==> config.mk <==
export PLATFORM = sky130hd
export DESIGN_NAME = pwmg_top
export DESIGN_NICKNAME = d
export VERILOG_FILES = /design/src/include/pwmg_pkg.sv /design/src/pwmg_deadtime.sv /design/src/pwmg_top.sv
export VERILOG_INCLUDE_DIRS = /design/src /design/src/include
export SDC_FILE = /design/constraint.sdc
export NUM_CORES = 1
export LEC_CHECK = 0
export BUFFER_PORTS_ARGS = -buffer_cell sky130_fd_sc_hd__buf_2
export CORE_ASPECT_RATIO = 2
export CORE_MARGIN = 3
export CORE_UTILIZATION = 55
export DETAILED_ROUTE_END_ITERATION = 10
export MAX_ROUTING_LAYER = met4
export PLACE_DENSITY = 0.76
export SYNTH_ARGS = -nofsm -noshare
export SYNTH_HDL_FRONTEND = slang
export SYNTH_SLANG_ARGS = --single-unit
export TNS_END_PERCENT = 30
==> constraint.sdc <==
create_clock -name pclk -period 4.32 [get_ports pclk]
set_input_delay 1.296 -clock pclk [delete_from_list [all_inputs] [get_ports pclk]]
set_output_delay 1.296 -clock pclk [all_outputs]
set_load 0.02 [all_outputs]
==> src/include/pwmg_defs.svh <==
// constants for the pwm generator mode control block
// assumes inclusion by bare name from the design files
`ifndef PWMG_DEFS_SVH
`define PWMG_DEFS_SVH

// register byte offsets
`define PWMG_OFF_CTRL   8'h00
`define PWMG_OFF_CFG    8'h04
`define PWMG_OFF_DUTY   8'h08
`define PWMG_OFF_MDUTY  8'h0c
`define PWMG_OFF_DT     8'h10
`define PWMG_OFF_ALTDT  8'h14
`define PWMG_OFF_PHASE  8'h18
`define PWMG_OFF_PERIOD 8'h1c
`define PWMG_OFF_STATUS 8'h20

// control register fields
`define PWMG_DTMODE_HI 7
`define PWMG_DTMODE_LO 6
`define PWMG_POL_BIT 5
`define PWMG_TBSEL_BIT 3
`define PWMG_CENTER_BIT 2
`define PWMG_EXTRST_BIT 1
`define PWMG_IMMED_BIT 0
`define PWMG_CTRL_MASK 16'h00ef

// configuration register fields
`define PWMG_EN_BIT    0
`define PWMG_INDEP_BIT 1
`define PWMG_LIMMODE_BIT 2
`define PWMG_COMPL_BIT 3
`define PWMG_MDS_BIT   4
`define PWMG_CFG_W     5

// reset values
`define PWMG_CTRL_RST   16'h0000
`define PWMG_CFG_RST    5'h00
`define PWMG_VAL_RST    16'h0000
`define PWMG_PERIOD_RST 16'hffff
`define PWMG_CNT_SAT    16'hffff
`define PWMG_ONE        16'h0001

// register select codes
`define PWMG_SEL_NONE 4'hf
`endif

==> src/include/pwmg_pkg.sv <==
// types shared by the pwm generator mode control files
// assumes nothing beyond a sv compiler
package pwmg_pkg;
  // dead-time modes in field order 00,01,10,11
  typedef enum logic [1:0] {PWMG_DT_POS, PWMG_DT_NEG, PWMG_DT_OFF, PWMG_DT_COMP} pwmg_dt_mode_e;
  // time base count direction
  typedef enum logic {PWMG_UP, PWMG_DOWN} pwmg_dir_e;
endpackage

==> src/pwmg_deadtime.sv <==
// dead-time insertion and compensation for one output pair
// assumes raw waveform and timing values are synchronous to clk
`timescale 1ns/1ps
`default_nettype none
`include "pwmg_defs.svh"
module pwmg_deadtime import pwmg_pkg::*; (
  // clock and reset
  input wire logic clk,
  input wire logic rst_n,
  // waveform and mode
  input wire logic raw,
  input wire logic en,
  input wire logic complementary,
  input wire pwmg_dt_mode_e mode,
  input wire logic polarity,
  input wire logic comp_in,
  input wire logic [15:0] dt,
  input wire logic [15:0] alt_dt,
  // output pair
  output logic out_h,
  output logic out_l
);
  logic raw_q; // previous raw level
  logic [15:0] cnt_q; // cycles since last raw edge
  logic edge_w; // raw changed this cycle
  logic [15:0] cnt_eff; // count seen by this cycle
  logic ok_dt, ok_alt; // dead-time windows elapsed
  logic short_l, short_h; // compensation steering
  logic lo_raw; // low side source
  logic h_d, l_d; // next outputs
  pwmg_dt_mode_e mode_eff; // mode after output-mode check

  assign edge_w = raw ^ raw_q;
  assign cnt_eff = edge_w ? `PWMG_VAL_RST : cnt_q;
  assign ok_dt = cnt_eff >= dt;
  assign ok_alt = cnt_eff >= alt_dt;
  assign lo_raw = complementary ? ~raw : raw;
  assign mode_eff = (mode == PWMG_DT_NEG && !complementary) ? PWMG_DT_OFF : mode;
  assign short_l = (mode == PWMG_DT_COMP) && (polarity ? ~comp_in : comp_in);
  assign short_h = (mode == PWMG_DT_COMP) && (polarity ? comp_in : ~comp_in);

  // edge tracking and saturating count
  always_ff @(posedge clk or negedge rst_n) begin
    if (!rst_n) begin
      raw_q <= 1'b0;
      cnt_q <= `PWMG_CNT_SAT;
    end else begin
      raw_q <= raw;
      if (edge_w) begin
        cnt_q <= `PWMG_ONE;
      end else if (cnt_q != `PWMG_CNT_SAT) begin
        cnt_q <= cnt_q + `PWMG_ONE;
      end
    end
  end

  // output shaping per mode
  always_comb begin
    h_d = 1'b0;
    l_d = 1'b0;
    unique case (mode_eff)
      PWMG_DT_POS: begin
        h_d = raw & ok_dt;
        l_d = lo_raw & ok_alt;
      end
      // overlap extends each side
      PWMG_DT_NEG: begin
        h_d = raw | ~ok_alt;
        l_d = ~raw | ~ok_dt;
      end
      // pass through
      PWMG_DT_OFF: begin
        h_d = raw;
        l_d = lo_raw;
      end
      PWMG_DT_COMP: begin
        h_d = raw & (~short_h | ok_dt);
        l_d = lo_raw & (~short_l | ok_dt);
      end
    endcase
  end

  // registered outputs
  always_ff @(posedge clk or negedge rst_n) begin
    if (!rst_n) begin
      out_h <= 1'b0;
      out_l <= 1'b0;
    end else begin
      out_h <= en & h_d;
      out_l <= en & l_d;
    end
  end

  a_pos_no_overlap: assert property (@(posedge clk) disable iff (!rst_n)
    ($past(mode) == PWMG_DT_POS && $past(complementary)) |-> !(out_h && out_l))
    else $error("outputs overlap under positive dead time");
  a_pos_gap_low: assert property (@(posedge clk) disable iff (!rst_n)
    (mode == PWMG_DT_POS && complementary && $fell(raw) && alt_dt > `PWMG_ONE) |=> !out_l)
    else $error("low output rose without dead time");
  a_off_follows: assert property (@(posedge clk) disable iff (!rst_n)
    (mode == PWMG_DT_OFF && en) |=> (out_h == $past(raw)))
    else $error("high output not following raw when dead time off");
  a_pol_ignored: assert property (@(posedge clk) disable iff (!rst_n)
    (mode != PWMG_DT_COMP) |-> (!short_l && !short_h))
    else $error("polarity acted outside compensation mode");
endmodule
`default_nettype wire

==> src/pwmg_top.sv <==
// pwm generator mode control with apb register access
// assumes master time base ticks and syncs are synchronous to pclk
`timescale 1ns/1ps
`default_nettype none
`include "pwmg_defs.svh"
module pwmg_top import pwmg_pkg::*; #(
  parameter bit SEC_TB_PRESENT = 1'b1
) (
  // apb slave
  input wire logic pclk,
  input wire logic presetn,
  input wire logic psel,
  input wire logic penable,
  input wire logic pwrite,
  input wire logic [7:0] paddr,
  input wire logic [31:0] pwdata,
  output logic [31:0] prdata,
  output logic pready,
  output logic pslverr,
  // master time bases
  input wire logic pri_tb_tick,
  input wire logic pri_tb_sync,
  input wire logic sec_tb_tick,
  input wire logic sec_tb_sync,
  // compensation and current limit
  input wire logic comp_input,
  input wire logic current_limit_event,
  // output pair
  output logic out_high_side,
  output logic out_low_side
);
  logic [15:0] ctrl_q; // pwm_generator_control
  logic [`PWMG_CFG_W-1:0] cfg_q; // enables and modes
  logic [15:0] duty_q, mduty_q, dt_q, altdt_q, phase_q, period_q; // written copies
  logic [15:0] act_duty_q, act_mduty_q, act_dt_q, act_altdt_q, act_phase_q; // active copies
  logic [15:0] cnt_q; // generator time base
  pwmg_dir_e dir_q; // count direction
  logic [31:0] rdata_d; // read mux
  logic setup_w, wr_w; // bus phases
  logic [3:0] sel_w; // decoded register
  logic pwm_en, indep, lim_mode, center, tick, sync, ext_rst, period_edge, raw;
  logic [15:0] use_duty; // duty in use

  // register decode shared by read and write
  function automatic logic [3:0] reg_sel(input logic [7:0] a);
    unique case (a)
      `PWMG_OFF_CTRL: reg_sel = 4'h0;
      `PWMG_OFF_CFG: reg_sel = 4'h1;
      `PWMG_OFF_DUTY: reg_sel = 4'h2;
      `PWMG_OFF_MDUTY: reg_sel = 4'h3;
      `PWMG_OFF_DT: reg_sel = 4'h4;
      `PWMG_OFF_ALTDT: reg_sel = 4'h5;
      `PWMG_OFF_PHASE: reg_sel = 4'h6;
      `PWMG_OFF_PERIOD: reg_sel = 4'h7;
      `PWMG_OFF_STATUS: reg_sel = 4'h8;
      default: reg_sel = `PWMG_SEL_NONE;
    endcase
  endfunction

  // bus phases; zero wait states
  assign pready = 1'b1;
  assign setup_w = psel & ~penable;
  assign wr_w = psel & penable & pwrite & (sel_w != `PWMG_SEL_NONE);
  assign sel_w = reg_sel(paddr);

  // mode bits
  assign pwm_en = cfg_q[`PWMG_EN_BIT];
  assign indep = cfg_q[`PWMG_INDEP_BIT];
  assign lim_mode = cfg_q[`PWMG_LIMMODE_BIT];
  assign center = ctrl_q[`PWMG_CENTER_BIT] & indep;
  assign tick = (ctrl_q[`PWMG_TBSEL_BIT] && SEC_TB_PRESENT) ? sec_tb_tick : pri_tb_tick;
  assign sync = (ctrl_q[`PWMG_TBSEL_BIT] && SEC_TB_PRESENT) ? sec_tb_sync : pri_tb_sync;
  assign ext_rst = ctrl_q[`PWMG_EXTRST_BIT] & indep & ~lim_mode & current_limit_event;
  // period boundary pulse
  assign period_edge = indep ? (tick & (center ? (dir_q == PWMG_DOWN && cnt_q == `PWMG_VAL_RST)
                                             : (cnt_q >= period_q)))
                           : sync;
  assign use_duty = cfg_q[`PWMG_MDS_BIT] ? act_mduty_q : act_duty_q;
  assign raw = pwm_en & (cnt_q < use_duty);

  // register writes, taken at access phase
  always_ff @(posedge pclk or negedge presetn) begin
    if (!presetn) begin
      ctrl_q <= `PWMG_CTRL_RST;
      cfg_q <= `PWMG_CFG_RST;
      duty_q <= `PWMG_VAL_RST;
      mduty_q <= `PWMG_VAL_RST;
      dt_q <= `PWMG_VAL_RST;
      altdt_q <= `PWMG_VAL_RST;
      phase_q <= `PWMG_VAL_RST;
      period_q <= `PWMG_PERIOD_RST;
    end else if (wr_w) begin
      unique case (sel_w)
        4'h0: ctrl_q <= pwdata[15:0] & `PWMG_CTRL_MASK;
        4'h1: cfg_q <= pwdata[`PWMG_CFG_W-1:0];
        4'h2: duty_q <= pwdata[15:0];
        4'h3: mduty_q <= pwdata[15:0];
        4'h4: dt_q <= pwdata[15:0];
        4'h5: altdt_q <= pwdata[15:0];
        4'h6: phase_q <= pwdata[15:0];
        4'h7: period_q <= pwdata[15:0];
        default: ; // status is read only
      endcase
    end
  end

  always_ff @(posedge pclk or negedge presetn) begin
    if (!presetn) begin
      act_duty_q <= `PWMG_VAL_RST;
      act_mduty_q <= `PWMG_VAL_RST;
      act_dt_q <= `PWMG_VAL_RST;
      act_altdt_q <= `PWMG_VAL_RST;
      act_phase_q <= `PWMG_VAL_RST;
    end else if (ctrl_q[`PWMG_IMMED_BIT] || period_edge) begin
      act_duty_q <= duty_q;
      act_mduty_q <= mduty_q;
      act_dt_q <= dt_q;
      act_altdt_q <= altdt_q;
      act_phase_q <= phase_q;
    end
  end

  // generator time base
  always_ff @(posedge pclk or negedge presetn) begin
    if (!presetn) begin
      cnt_q <= `PWMG_VAL_RST;
      dir_q <= PWMG_UP;
    end else if (ext_rst) begin
      cnt_q <= act_phase_q;
      dir_q <= PWMG_UP;
    end else if (!pwm_en) begin
      cnt_q <= `PWMG_VAL_RST;
      dir_q <= PWMG_UP;
    end else if (!indep) begin
      // follows selected master base
      dir_q <= PWMG_UP;
      if (sync) begin
        cnt_q <= act_phase_q;
      end else if (tick) begin
        cnt_q <= cnt_q + `PWMG_ONE;
      end
    end else if (tick) begin
      if (!center) begin
        // edge aligned wrap
        cnt_q <= (cnt_q >= period_q) ? `PWMG_VAL_RST : cnt_q + `PWMG_ONE;
        dir_q <= PWMG_UP;
      end else if (dir_q == PWMG_UP) begin
        // center aligned turn at top
        if (cnt_q >= period_q) begin
          dir_q <= PWMG_DOWN;
          cnt_q <= cnt_q - `PWMG_ONE;
        end else begin
          cnt_q <= cnt_q + `PWMG_ONE;
        end
      end else begin
        // center aligned turn at zero
        if (cnt_q == `PWMG_VAL_RST) begin
          dir_q <= PWMG_UP;
          cnt_q <= `PWMG_ONE;
        end else begin
          cnt_q <= cnt_q - `PWMG_ONE;
        end
      end
    end
  end

  // read mux
  always_comb begin
    rdata_d = 32'h0000_0000;
    unique case (sel_w)
      4'h0: rdata_d[15:0] = ctrl_q;
      4'h1: rdata_d[`PWMG_CFG_W-1:0] = cfg_q;
      4'h2: rdata_d[15:0] = duty_q;
      4'h3: rdata_d[15:0] = mduty_q;
      4'h4: rdata_d[15:0] = dt_q;
      4'h5: rdata_d[15:0] = altdt_q;
      4'h6: rdata_d[15:0] = phase_q;
      4'h7: rdata_d[15:0] = period_q;
      4'h8: rdata_d = {13'h0, out_low_side, out_high_side, dir_q == PWMG_DOWN, cnt_q};
      default: rdata_d = 32'h0000_0000;
    endcase
  end

  // read data and error latched in setup
  always_ff @(posedge pclk or negedge presetn) begin
    if (!presetn) begin
      prdata <= 32'h0000_0000;
      pslverr <= 1'b0;
    end else if (setup_w) begin
      prdata <= rdata_d;
      pslverr <= (sel_w == `PWMG_SEL_NONE);
    end
  end

  pwmg_deadtime u_dt (
    .clk(pclk),
    .rst_n(presetn),
    .raw(raw),
    .en(pwm_en),
    .complementary(cfg_q[`PWMG_COMPL_BIT]),
    .mode(pwmg_dt_mode_e'(ctrl_q[`PWMG_DTMODE_HI:`PWMG_DTMODE_LO])),
    .polarity(ctrl_q[`PWMG_POL_BIT]),
    .comp_in(comp_input),
    .dt(act_dt_q),
    .alt_dt(act_altdt_q),
    .out_h(out_high_side),
    .out_l(out_low_side)
  );

  a_edge_no_indep: assert property (@(posedge pclk) disable iff (!presetn)
    (!indep && !ext_rst) |=> (dir_q == PWMG_UP))
    else $error("time base counted down without independent base");
  a_center_turn: assert property (@(posedge pclk) disable iff (!presetn)
    (center && pwm_en && tick && !ext_rst && dir_q == PWMG_UP && cnt_q >= period_q)
    |=> (dir_q == PWMG_DOWN))
    else $error("center aligned base did not turn at period");
  a_ext_restart: assert property (@(posedge pclk) disable iff (!presetn)
    (ctrl_q[`PWMG_EXTRST_BIT] && indep && !lim_mode && current_limit_event)
    |=> (cnt_q == $past(act_phase_q) && dir_q == PWMG_UP))
    else $error("current limit did not reset time base");
  a_limit_blocks: assert property (@(posedge pclk) disable iff (!presetn)
    (lim_mode && indep && pwm_en && current_limit_event && !tick)
    |=> (cnt_q == $past(cnt_q)))
    else $error("time base reset while limit mode set");
  a_sec_sync: assert property (@(posedge pclk) disable iff (!presetn)
    (!indep && pwm_en && !ext_rst && ctrl_q[`PWMG_TBSEL_BIT] && sec_tb_sync && SEC_TB_PRESENT)
    |=> (cnt_q == $past(act_phase_q)))
    else $error("secondary sync not followed");
  a_iue_direct: assert property (@(posedge pclk) disable iff (!presetn)
    (ctrl_q[`PWMG_IMMED_BIT] && wr_w && sel_w == 4'h2) ##1 ctrl_q[`PWMG_IMMED_BIT]
    |=> (act_duty_q == $past(pwdata[15:0], 2)))
    else $error("immediate duty update not applied");
  a_sync_hold: assert property (@(posedge pclk) disable iff (!presetn)
    (!ctrl_q[`PWMG_IMMED_BIT] && !period_edge) |=> $stable(act_dt_q))
    else $error("dead time changed away from period boundary");
endmodule
`default_nettype wire

Word level (Yosys, flattened, before mapping)
Cells that the tools add are included.
- output and inout port bits: 36
- logic and storage cells: 140
- flip-flop bits (word level): 257
- bitwise logic cells: 29
- multiplexer cells: 37
- reductions and logical operators: 20
- add/sub/neg operators: 3
- eq/ne operators: 26
- $lt $le $gt $ge: 4
- operators with widths (operator ; count):
    16-bit two-way mux ; 15
    11-bit one-hot mux with 8 select lines ; 1
    16-bit >= comparator ; 3
    5-bit one-hot mux with 9 select lines ; 1
    4-bit one-hot mux with 9 select lines ; 1
    16-bit by 1-bit adder with 16-bit output (second input constant) ; 2
    8-bit by 5-bit == test with 1-bit output (second input constant) ; 4
    2-bit AND reduction ; 9
    1-bit bitwise AND ; 16
    4-bit by 3-bit == test with 1-bit output (second input constant) ; 4
    8-bit by 4-bit == test with 1-bit output (second input constant) ; 2
    16-bit zero test ; 1
    16-bit less-than comparator ; 1
    16-bit != test (second input constant) ; 1
    16-bit by 1-bit subtractor with 16-bit output (second input constant) ; 1
    1-bit two-way mux ; 15
    4-bit by 2-bit == test with 1-bit output (second input constant) ; 2
    4-bit == test (second input constant) ; 2
    8-bit by 3-bit == test with 1-bit output (second input constant) ; 1
    8-bit by 6-bit == test with 1-bit output (second input constant) ; 1
    8-bit zero test ; 1
    1-bit inverter ; 8
    1-bit one-hot mux with 4 select lines ; 2
    2-bit == test (second input constant) ; 3
    other kinds (15) ; 22

Longest topological paths before layout
Gate-level depths: netlist of run 1.
- depth after elaboration: 10
- depth in mapped cells: 20
- mapped depth without buffers: 17

Hierarchy
From an unflattened synthesis of run 1, not the netlist that was laid out.
- cell total of the unflattened synthesis: 1317
- area, all modules: 14224.9 µm²
- modules (own cells, without submodules) (module ; area an instance (µm²) ; instances ; seq. area each (µm²) ; cells each):
    pwmg_top ; 12260.5 ; 1 ; 5650.4 ; 1082
    pwmg_deadtime ; 1964.4 ; 1 ; 495.5 ; 235

Worst setup path after synthesis of run 1
No wires, ideal clock.
- path kind: register to register
- start: reg cfg_q[4]
- end: reg u_dt.out_l
- arrival time: 4410 ps
- clock period less this slack: 4530 ps
- data required time: 4200 ps
- library setup time: 120 ps
- slack: -210 ps
- stages on the path, launching flop included: 20
- cells stage by stage: dfrtp_1 > buf_2 > buf_1 > mux2i_1 > ha_1 > a21oi_1 > o211ai_1 > a221oi_1 > and3_1 > or2_2 > clkbuf_1 > clkbuf_1 > nor2_1 > ha_1 > nand4_1 > nor3_1 > nand3_1 > o311ai_1 > mux2_2 > and4_1
- word-level cells in the longest chain between the ends: 10
- elaborated cells between the ends (all ways): 16
- those cells by class: 3 x order compare; 4 x mux; 9 x bitwise
- ends and longest elaborated chain (element ; line ; text):
    start, declared ; pwmg_top.sv:33 ; logic [`PWMG_CFG_W-1:0] cfg_q;
    start signal, assigned ; pwmg_top.sv:85 ; cfg_q <= `PWMG_CFG_RST;
    start signal, assigned ; pwmg_top.sv:95 ; 4'h1: cfg_q <= pwdata[`PWMG_CFG_W-1:0];
    16-bit two-way mux * ; pwmg_top.sv:78 ; assign use_duty = cfg_q[`PWMG_MDS_BIT] ? act_mduty_q : act_duty_q;
    16-bit less-than comparator * ; pwmg_top.sv:79 ; assign raw = pwm_en & (cnt_q < use_duty);
    1-bit bitwise AND * ; pwmg_top.sv:79 ;
    1-bit XOR ; pwmg_deadtime.sv:33 ; assign edge_w = raw ^ raw_q;
    16-bit two-way mux ; pwmg_deadtime.sv:34 ; assign cnt_eff = edge_w ? `PWMG_VAL_RST : cnt_q;
    16-bit >= comparator ; pwmg_deadtime.sv:35 ; assign ok_dt = cnt_eff >= dt;
    1-bit OR / 1-bit inverter (equally long branches) ; pwmg_deadtime.sv:78, pwmg_deadtime.sv:69 ;
    1-bit bitwise AND / 1-bit OR (equally long branches) ; pwmg_deadtime.sv:78, pwmg_deadtime.sv:69 ;
    1-bit one-hot mux with 4 select lines * ; pwmg_deadtime.sv:61 ; unique case (mode_eff)
    1-bit bitwise AND * ; pwmg_deadtime.sv:90 ; out_l <= en & l_d;
    end signal, assigned ; pwmg_deadtime.sv:90 ;
    end, declared ; pwmg_deadtime.sv:21 ; output logic out_l
Mark *: on every way between the ends. The rest lies on a longest branch, timed or not.
A chain may end at the register's enable or synchronous reset.

Worst setup path in the final report of run 1
Same ends and word-level chain as after synthesis.

==> results of run 1 <==
final timing paths:
check                                 from     endpoint  slack, ns
max in group asynchronous          presetn  period_q[1]       2.70
worst max register to register    cfg_q[4]   u_dt.out_l       0.03
worst max-delay path              cfg_q[4]   u_dt.out_l       0.03
min in group asynchronous          presetn  act_dt_q[9]       0.76
worst min register to register  prdata[17]   prdata[17]       0.48
worst min-delay path            prdata[17]   prdata[17]       0.48
cells by family after synthesis:
family / count (synthesis) / synth area share (%)
multiplexers: 218 / 17.7
flip-flops: 244 / 45.0
adder cells (fa/ha/maj): 68 / 6.23
other: 2 / 0.0550
AND/OR/NAND/NOR: 307 / 11.4
AO/OA/AOI/OAI: 243 / 12.4
XOR/XNOR: 36 / 2.31
buffers and inverters: 148 / 4.83
metrics by stage:
step,setup WS (ns),area (sq um),instances
final,0.0282,15700,1709
after global routing,-0.121,15700,1709
after CTS,0.000612,15600,1708
after detailed placement,-0.263,14700,1669
after global placement,-0.256,14700,1669
after floorplan,0.00887,13700,1278
per-layer routing:
layer	wire, um	vias to the layer above
li1	-	4766
met1	12600	5161
met2	20000	307
met3	1200	124
met4	2160	0
met5	0	-
critical path, delay by kind of cell, from the launching register on:
family / cells / cell delay (ns)
AOI/OAI and AO/OA: 10 / 1.49
adders and majority gates: 2 / 0.53
buffers and inverters: 4 / 0.63
DFF: 1 / 0.41
muxes: 2 / 0.51
and+or+nand+nor: 3 / 0.61
cell usage after synthesis (4+ instances only):
library cell / count
dfrtp_1: 212
mux2_2: 190
nand2_1: 82
nor2_1: 75
ha_1: 68
inv_1: 63
o21ai_0: 60
clkbuf_1: 47
a21oi_1: 36
a22oi_1: 35
dfstp_2: 32
nand3_1: 29
mux2i_1: 28
nor3_1: 23
a222oi_1: 21
xnor2_1: 20
and2_1: 16
xor2_1: 16
buf_4: 15
nand4_1: 15
a21o_1: 14
a221oi_1: 14
buf_2: 14
a22o_1: 12
nand2b_1: 11
or3_1: 10
o211ai_1: 9
a211oi_1: 7
and3_1: 7
nor2b_1: 6
o31ai_1: 6
buf_1: 5
o22ai_1: 5
a31oi_1: 4
and4_1: 4
buf_6: 4
nor3_4: 4
or2_2: 4
or4_1: 4
report_power, final:
part | switching [W] | total (W) | leakage (nW) | internal, W
sequential | 0.00000329 | 0.00229 | 3.29 | 0.00229
combinational | 0.000131 | 0.000188 | 3.99 | 0.0000564
clock | 0.000843 | 0.00191 | 0.339 | 0.00107
total | 0.000977 | 0.00439 | 7.62 | 0.00342
cell type report:
class	instances	area share, %
multi-input combinational	886	45.6
sequential	244	39.1
timing repair buffer	146	6.67
clock buffer	26	3.65
tap	332	2.64
inverter	63	1.50
clock inverter	11	0.748
antenna	1	0.0159
timing repair:
item                                    4_1_cts  5_1_grt
resized for setup                            42       12
gates cloned                                  0        0
endpoints found under the setup margin        2        2
setup buffers                                 3        0
pin swaps                                    27       12
==> results.cfg, run 1 <==
[outcome]
outcome = finished, final reports clean

[clocking]
cts_buffers = 21
clk_latency_ns = 0.51
clk_pin_slew_worst_paths_ns = 0.07
cts_sinks = 244
cts_hold_buf = 0
htreeDepth = 1
cts_tree = yes
cts_root_buffer = clkbuf_16
clock_path_buffers = 3

[route]
ant_nets = 0
drc = 0
vias = 10400
via_per_inst = 6.06
drtIter0Drc = 614
wirelength_mm = 36.0
routedWlPerCell_um = 21.0
drt_first_pass_iters = 5

[global_routing]
grt_max_degree = 91
grtUsageMet2_pct = 52.1
grt_pass1_wl_mm = 58.2
grt_use_total_pct = 27.7
grt-busiest-layer = met2
grt_pass1_vias = 11200
overflow = 0
gr-usage-met1_pct = 28.0
use_met3_pct = 2.18
antenna_found_initial = 1

[final_layout]
largest_register_ffs = 19
nNetsFinal = 1481
multi_input_area_sq_um = 7170
postLayoutCoreUtil_pct = 64.3
drive_gt1_share_pct = 33.0
ff_latch_area_sq_um = 6150
area_growth_pct = 15.1
final_cell_mix = 212 x dfrtp_1, 189 x mux2_2, 82 x nand2_1, 82 x buf_4, 72 x nor2_1
fill_cells = 1865
final_common_cell = dfrtp_1
regMostFlops = prdata

[power_and_ir_drop]
p_leak_nw = 7.62
p_total_w = 0.00439
power.density_nw_per_um2 = 280
peakVddDrop_mv = 0.209

[setup_path]
slowest_stage = dfrtp_1
crit_arrival_ns = 4.70
cp.required_ns = 4.73
crit_chain = buf_12 > mux2i_4 > ha_1 > a22oi_1 > o211ai_1 > a221oi_1 > buf_4 > buf_6 > a21oi_2 > nor2_4 > and2_4 > ha_4 > a21o_1 > a21o_1 > a21oi_2 > o211ai_1 > a21oi_1 > buf_4 > o311ai_4 > mux2_4 > and4_1
cp_max_fo = 8
crit_path_start_kind = register
r2r_cells = 21
slowest_delay_ns = 0.41
crit_type = register to register
end_kind = register

[yosys]
yosysWarnings = 0
yosys-top-cells-area = dfrtp_1 39%, mux2_2 16%, ha_1 6.2%
yosysUniqueCellTypes = 62
syn_avg_cell_area_sq_um = 10.8
synthArstFlopShare_pct = 100
yosysSeqAreaShare_pct = 45.0
synthCells = 1266
syn-cell-area_sq_um = 13700
synth_top_area_cell = dfrtp_1
synth_edf_count = 0
synth.top_cell.area_share_pct = 38.9
synthFlopType = dfrtp_1
ys_seq_elements = 244

[job]
max-cap-violations = 0

[die]
die_h_um = 229
ioPinCount = 87
start_util_pct = 55.9
die_area_sq_um = 26900
core-area_sq_um = 24400
core.rowCount = 81
die_w_um = 117

[sta]
drv_slew = 0
fin_skew_ns = 0.0151
setup_viol = 0
fin_crit_ns = 4.29
hold_viol_final = 0
tightest_slew_ns = 0.808
period_share_pct = 99.3
setup_tns_ns = 0
rsz0062_at_grt = yes
fmax_mhz = 233
timing.hold.ws_ns = 0.477
slew_headroom_pct = 46.0

[hold_path]
min_path_type = register to register
holdPathStages = 2

[place]
globalplace.congestion = 0.915
dpl.hpwl_mm = 27.2
io_buffers = 56
Note: power is estimated with default switching activity, not from simulation.
==> run 2: changes to the inputs <==
--- a/config.mk
+++ b/config.mk
@@ -7,7 +7,7 @@
 export NUM_CORES = 1
 export LEC_CHECK = 0
 export BUFFER_PORTS_ARGS = -buffer_cell sky130_fd_sc_hd__buf_2
-export CORE_ASPECT_RATIO = 2
+export CORE_ASPECT_RATIO = 0.6
 export CORE_MARGIN = 3
 export CORE_UTILIZATION = 55
 export DETAILED_ROUTE_END_ITERATION = 10
==> run 2 against run 1 <==
  * The run now ends with negative setup slack left
  * Final area up 0.11%
  * Hold slack better by 0.011 ns
  * Global-route usage up 0.51 points
  * Setup slack worse by 0.28 ns
  * First-iteration DRC count up 100%
  * Combinational power about the same
  * Sequential power about the same
  * Count of clock-buffer cells in the layout unchanged
  * Largest cell class unchanged
  * Largest power group unchanged
==> results.cfg, run 2 (synthesis gave the netlist of run 1 again) <==
[setup_path]
crit_chain = buf_12 > buf_12 > mux2i_2 > ha_1 > nand4_1 > nor3_2 > buf_4 > o31ai_1 > buf_4 > and3_4 > nor2_4 > buf_4 > and2_1 > ha_1 > a21oi_2 > o211ai_1 > a21oi_2 > nor3_4 > nand3_2 > o311ai_4 > mux2_4 > and4_1
end_kind = register
path_delay_family = simple AND/OR/NAND/NOR gates
slowest_delay_ns = 0.41
cpMostUsedCell = buf_4
reg2reg_from = cfg_q[4]
crit_arrival_ns = 4.98
cp_max_fo = 7
r2r_cells = 22
worstReg2RegEnd = u_dt.out_l
crit_buf_inv = 5
cp.required_ns = 4.73
crit_path_start = cfg_q[4]
crit_path_start_kind = register
slowest_stage = dfrtp_1
rrSetupSlack_ns = -0.25
crit_type = register to register

[route]
drt_first_pass_iters = 10
via_per_inst = 6.32
ant_nets = 0
wirelength_mm = 37.5
drtIter0Drc = 1256
routedWlPerCell_um = 22.0
drc = 0
vias = 10700

[final_layout]
regMostFlops = prdata
fill_cells = 1768
final_cells = 1699
postLayoutCoreUtil_pct = 66.3
drive_gt1_share_pct = 32.4
area_growth_pct = 15.2
final_common_cell = dfrtp_1
final_cell_mix = 212 x dfrtp_1, 189 x mux2_2, 84 x buf_4
nNetsFinal = 1485
fin_area_sq_um = 15700
largest_register_ffs = 19

[place]
post-place-ws_ns = -0.321
dpl.hpwl_mm = 27.1
dp_cells = 1653
dpl_cell_area_sq_um = 14700
globalplace.congestion = 0.908
io_buffers = 56

[sta]
fmax_mhz = 219
setup_viol = 2
slew_headroom_pct = 34.6
hold_viol_final = 0
rsz0062_at_grt = yes
fin_skew_ns = 0.0225
tightest_slew_ns = 0.978
drv_slew = 0
fin_crit_ns = 4.57
period_share_pct = 106
setup_ws_ns = -0.248

[outcome]
outcome = finished, violations left
violations = negative setup slack

[hold_path]
holdPathStages = 2
hp-start = prdata[18]
min_to = prdata[18]
min_path_type = register to register

[die]
die_area_sq_um = 26800
die_h_um = 128
core.rowCount = 43
core-area_sq_um = 23700
ioPinCount = 87
start_util_pct = 57.5
die_w_um = 209

[clocking]
clk_latency_ns = 0.53
cts_buffers = 23
cts_root_buffer = clkbuf_16
htreeDepth = 1
clock_path_buffers = 3
clk_pin_slew_worst_paths_ns = 0.07
cts_sinks = 244
cts_hold_buf = 0
cts_tree = yes

[global_routing]
grt_pass1_wl_mm = 58.4
grt_use_total_pct = 28.2
grt_max_degree = 90
overflow = 0
grt_pass1_vias = 10400
antenna_found_initial = 2

[job]
max-cap-violations = 0

[power_and_ir_drop]
peakVddDrop_mv = 0.333
p_leak_nw = 7.67
power.density_nw_per_um2 = 298
[run 2: changes by cell type in the layout (fill, tap and decap cells not counted), moves of 4 or more]
| cell | previous run | this run |
|---|---|---|
| and2_1 | 10 | 14 |
| ha_1 | 60 | 66 |
| ha_4 | 8 | 2 |
| and2_4 | 6 | 2 |
[run 2: power by group]
part           total, W  switching [W]  internal [W]
Combinational  0.000191       0.000135     0.0000556
Clock           0.00221       0.000925       0.00128
Sequential      0.00229     0.00000341       0.00229
Total           0.00469        0.00106       0.00363
[run 2: metal layers]
metal,GRT usage [%],up-vias,routed length [um]
li1,-,4782,-
met1,42.1,5315,16800
met2,39.4,575,15900
met3,5.58,71,3790
met4,7.40,0,949
met5,-,-,0
[run 2: layout make-up]
cell class | count | area, sq um | area share (%)
Antenna cell | 2 | 5.00 | 0.0318
Clock buffer | 26 | 587 | 3.73
Clock inverter | 15 | 214 | 1.36
Inverter | 63 | 236 | 1.50
Multi-Input combinational cell | 886 | 7080 | 45.0
Sequential cell | 244 | 6150 | 39.1
Tap cell | 315 | 394 | 2.51
Timing Repair Buffer | 148 | 1070 | 6.82
[run 2: worst max-delay path by stage]
stage | endpoint | slack, ns | depth (start not counted)
after global routing | u_dt.out_l | -0.42 | 21
after global placement | u_dt.out_l | -0.15 | 20
after CTS | u_dt.out_l | -0.16 | 20
after floorplan | u_dt.out_l | 0.009 | 19
after detailed placement | u_dt.out_l | -0.32 | 20
final | u_dt.out_l | -0.25 | 22
[run 2: per-stage QoR]
step / hold WS, ns / total power, W / setup TNS (ns)
finish: 0.488 / 0.00469 / -0.411
global route: 0.505 / 0.00483 / -0.781
CTS: 0.489 / 0.00471 / -0.235
detailed placement: 0.472 / 0.00252 / -0.517
global placement: 0.466 / 0.00252 / -0.172
floorplan: 0.475 / 0.00242 / 0
[run 2: what timing repair did]
action	CTS	global route
setup endpoints to repair	2	2
cloned	0	1
pin swaps	0	14
setup buffers	0	2
resized for setup	3	36
[run 2: worst reg2reg max path, stage by stage, from the launching register on]
cell and delay, ns:
dfrtp_1 0.41, buf_12 0.16, buf_12 0.15, mux2i_2 0.17, ha_1 0.30, nand4_1 0.10, nor3_2 0.26, buf_4 0.16
o31ai_1 0.06, buf_4 0.16, and3_4 0.18, nor2_4 0.14, buf_4 0.19, and2_1 0.18, ha_1 0.17, a21oi_2 0.06
o211ai_1 0.25, a21oi_2 0.12, nor3_4 0.27, nand3_2 0.12, o311ai_4 0.33, mux2_4 0.33, and4_1 0.19
==> run 3: changes to the inputs <==
--- a/config.mk
+++ b/config.mk
@@ -11,7 +11,6 @@
 export CORE_MARGIN = 3
 export CORE_UTILIZATION = 55
 export DETAILED_ROUTE_END_ITERATION = 10
-export MAX_ROUTING_LAYER = met4
 export PLACE_DENSITY = 0.76
 export SYNTH_ARGS = -nofsm -noshare
 export SYNTH_HDL_FRONTEND = slang
==> constraint.sdc (replaced) <==
create_clock -name pclk -period 4.32 [get_ports pclk]
set_input_delay 1.296 -clock pclk [delete_from_list [all_inputs] [get_ports pclk]]
set_output_delay 1.296 -clock pclk [all_outputs]
set_load 0.01 [all_outputs]
==> run 3 against run 2 <==
  * The flow still finishes with violations (negative setup slack)
  * Sequential share of layout area decreased by 0.21 points
  * Clock skew decreased by 0.0032 ns
  * Sequential power about the same
  * Combinational power decreased by 4%
  * Clock power about the same
  * Die area unchanged
  * Non-clock buffer count increased by 6
  * Via count decreased by 0.26%
  * First-iteration DRC count decreased by 6.1%
  * Final cell count increased by 0.35%
==> results.cfg, run 3 (synthesis gave the netlist of run 1 again) <==
[outcome]
outcome = finished, violations left
violations = negative setup slack

[global_routing]
antenna_found_initial = 1
grt-busiest-layer = met1
grt_pass1_wl_mm = 59.1
grt_max_degree = 106
overflow = 0
grt_pass1_vias = 10500
gr-usage-met1_pct = 43.0
grtUsageMet2_pct = 41.7
grt_use_total_pct = 27.7
use_met3_pct = 4.50

[route]
drt_first_pass_iters = 7
ant_nets = 0
via_per_inst = 6.28
vias = 10700
wirelength_mm = 37.0
drtIter0Drc = 1179
routedWlPerCell_um = 21.7
drc = 0

[power_and_ir_drop]
p_leak_nw = 7.71
peakVddDrop_mv = 0.183
power.density_nw_per_um2 = 294

[sta]
fin_crit_ns = 4.50
drv_slew = 0
rsz0062_at_grt = yes
hold_viol_final = 0
timing.hold.ws_ns = 0.478
slew_headroom_pct = 28.9
fin_skew_ns = 0.0192
setup_viol = 2
fmax_mhz = 222
setup_ws_ns = -0.181
tightest_slew_ns = 1.06
period_share_pct = 104

[final_layout]
diodes = 0
final_cell_mix = 211 x dfrtp_1, 189 x mux2_2, 91 x buf_4
largest_register_ffs = 19
fill_cells = 1798
area_growth_pct = 15.9
final_cells = 1705
regMostFlops = prdata
final_common_cell = dfrtp_1
drive_gt1_share_pct = 33.1
nNetsFinal = 1492

[setup_path]
crit_path_start_kind = register
end_kind = register
crit_buf_inv = 7
slowest_delay_ns = 0.43
cp_max_fo = 6
path_delay_family = compound AO/OA/AOI/OAI gates
crit_chain = buf_12 > mux2i_4 > ha_4 > a22oi_1 > o211ai_1 > a221oi_1 > buf_4 > and3_4 > nor2_4 > buf_4 > and2_4 > ha_4 > inv_1 > o211ai_1 > a21oi_1 > nor3_2 > buf_4 > nand3_4 > o311ai_4 > buf_4 > buf_4 > o211ai_1 > nor2_1
slowest_stage = dfrtp_2
crit_arrival_ns = 4.93
cpMostUsedCell = buf_4
crit_type = register to register
cp.required_ns = 4.75

[die]
ioPinCount = 87
core.rowCount = 43
core-area_sq_um = 23700
die_w_um = 209
start_util_pct = 57.5
die_h_um = 128
die_area_sq_um = 26800

[clocking]
clk_pin_slew_worst_paths_ns = 0.07
cts_root_buffer = clkbuf_16
clk_latency_ns = 0.53
htreeDepth = 1
cts_buffers = 23
cts_tree = yes
clock_path_buffers = 3
cts_sinks = 244

[place]
post-place-ws_ns = -0.353
io_buffers = 56
dpl.hpwl_mm = 26.7
dp_cells = 1650
globalplace.congestion = 0.916

[hold_path]
min_path_type = register to register

[job]
max-cap-violations = 0
## run 3: cell types whose count changed in the layout (fill, tap and decap cells not counted), sizes merged
cell | before | now
clkinvlp | 4 | 3
nor2 | 76 | 77
diode | 2 | 0
buf | 148 | 154
clkinv | 5 | 4
clkbuf | 26 | 31
bufinv | 5 | 3
## run 3: report_power, final
| part | internal, W | switching, W |
|---|---|---|
| sequential | 0.00229 | 0.00000345 |
| combinational | 0.0000556 | 0.000128 |
| clock | 0.00127 | 0.000907 |
| total | 0.00361 | 0.00104 |
## run 3: path summary, 6_finish.rpt
kind,start,to,slack [ns],cells past startpoint
min in group asynchronous,presetn,act_mduty_q[8],0.83,1
hold reg to reg,prdata[16],prdata[16],0.48,2
max in group asynchronous,presetn,act_mduty_q[0],2.54,2
setup / recovery,cfg_q[4],u_dt.out_h,-0.18,23
setup reg to reg,cfg_q[4],u_dt.out_h,-0.18,23
hold / removal,prdata[16],prdata[16],0.48,2
## run 3: final cells by class
class,instances,area [sq um],area share [%]
flip-flops and latches,244,6150,38.9
well taps,315,394,2.49
clock buffers,31,666,4.21
repair buffers,154,1110,7.03
multi-input cells,887,7110,45.0
inverters,63,236,1.50
clock inverters,11,149,0.941
## run 3: metrics by stage
step	power (W)	TNS, ns	area (sq um)	util (%)
floorplan	0.00241	0	13700	-
global placement	0.00251	-0.456	14700	61.8
detailed placement	0.00251	-0.557	14700	61.8
CTS	0.00468	-0.277	15700	66.3
global route	0.00479	-0.488	15800	66.7
finish	0.00465	-0.335	15800	66.7
## run 3: worst min-delay path: stages, from the launching register on
cell	delay, ns
dfrtp_1	0.34
nand2_1	0.05
o21ai_0	0.06
## run 3: per-layer routing
metal,vias up,routed length [um]
li1,4816,-
met1,5347,17100
met2,496,16000
met3,54,3330
met4,2,563
met5,-,13
## run 3: repair_timing
item                       CTS  global route
pin swaps                   15            13
setup buffers               10             2
setup endpoints to repair    2             2
cloned                       2             0
hold buffers                 0             0
resized for setup           27            13
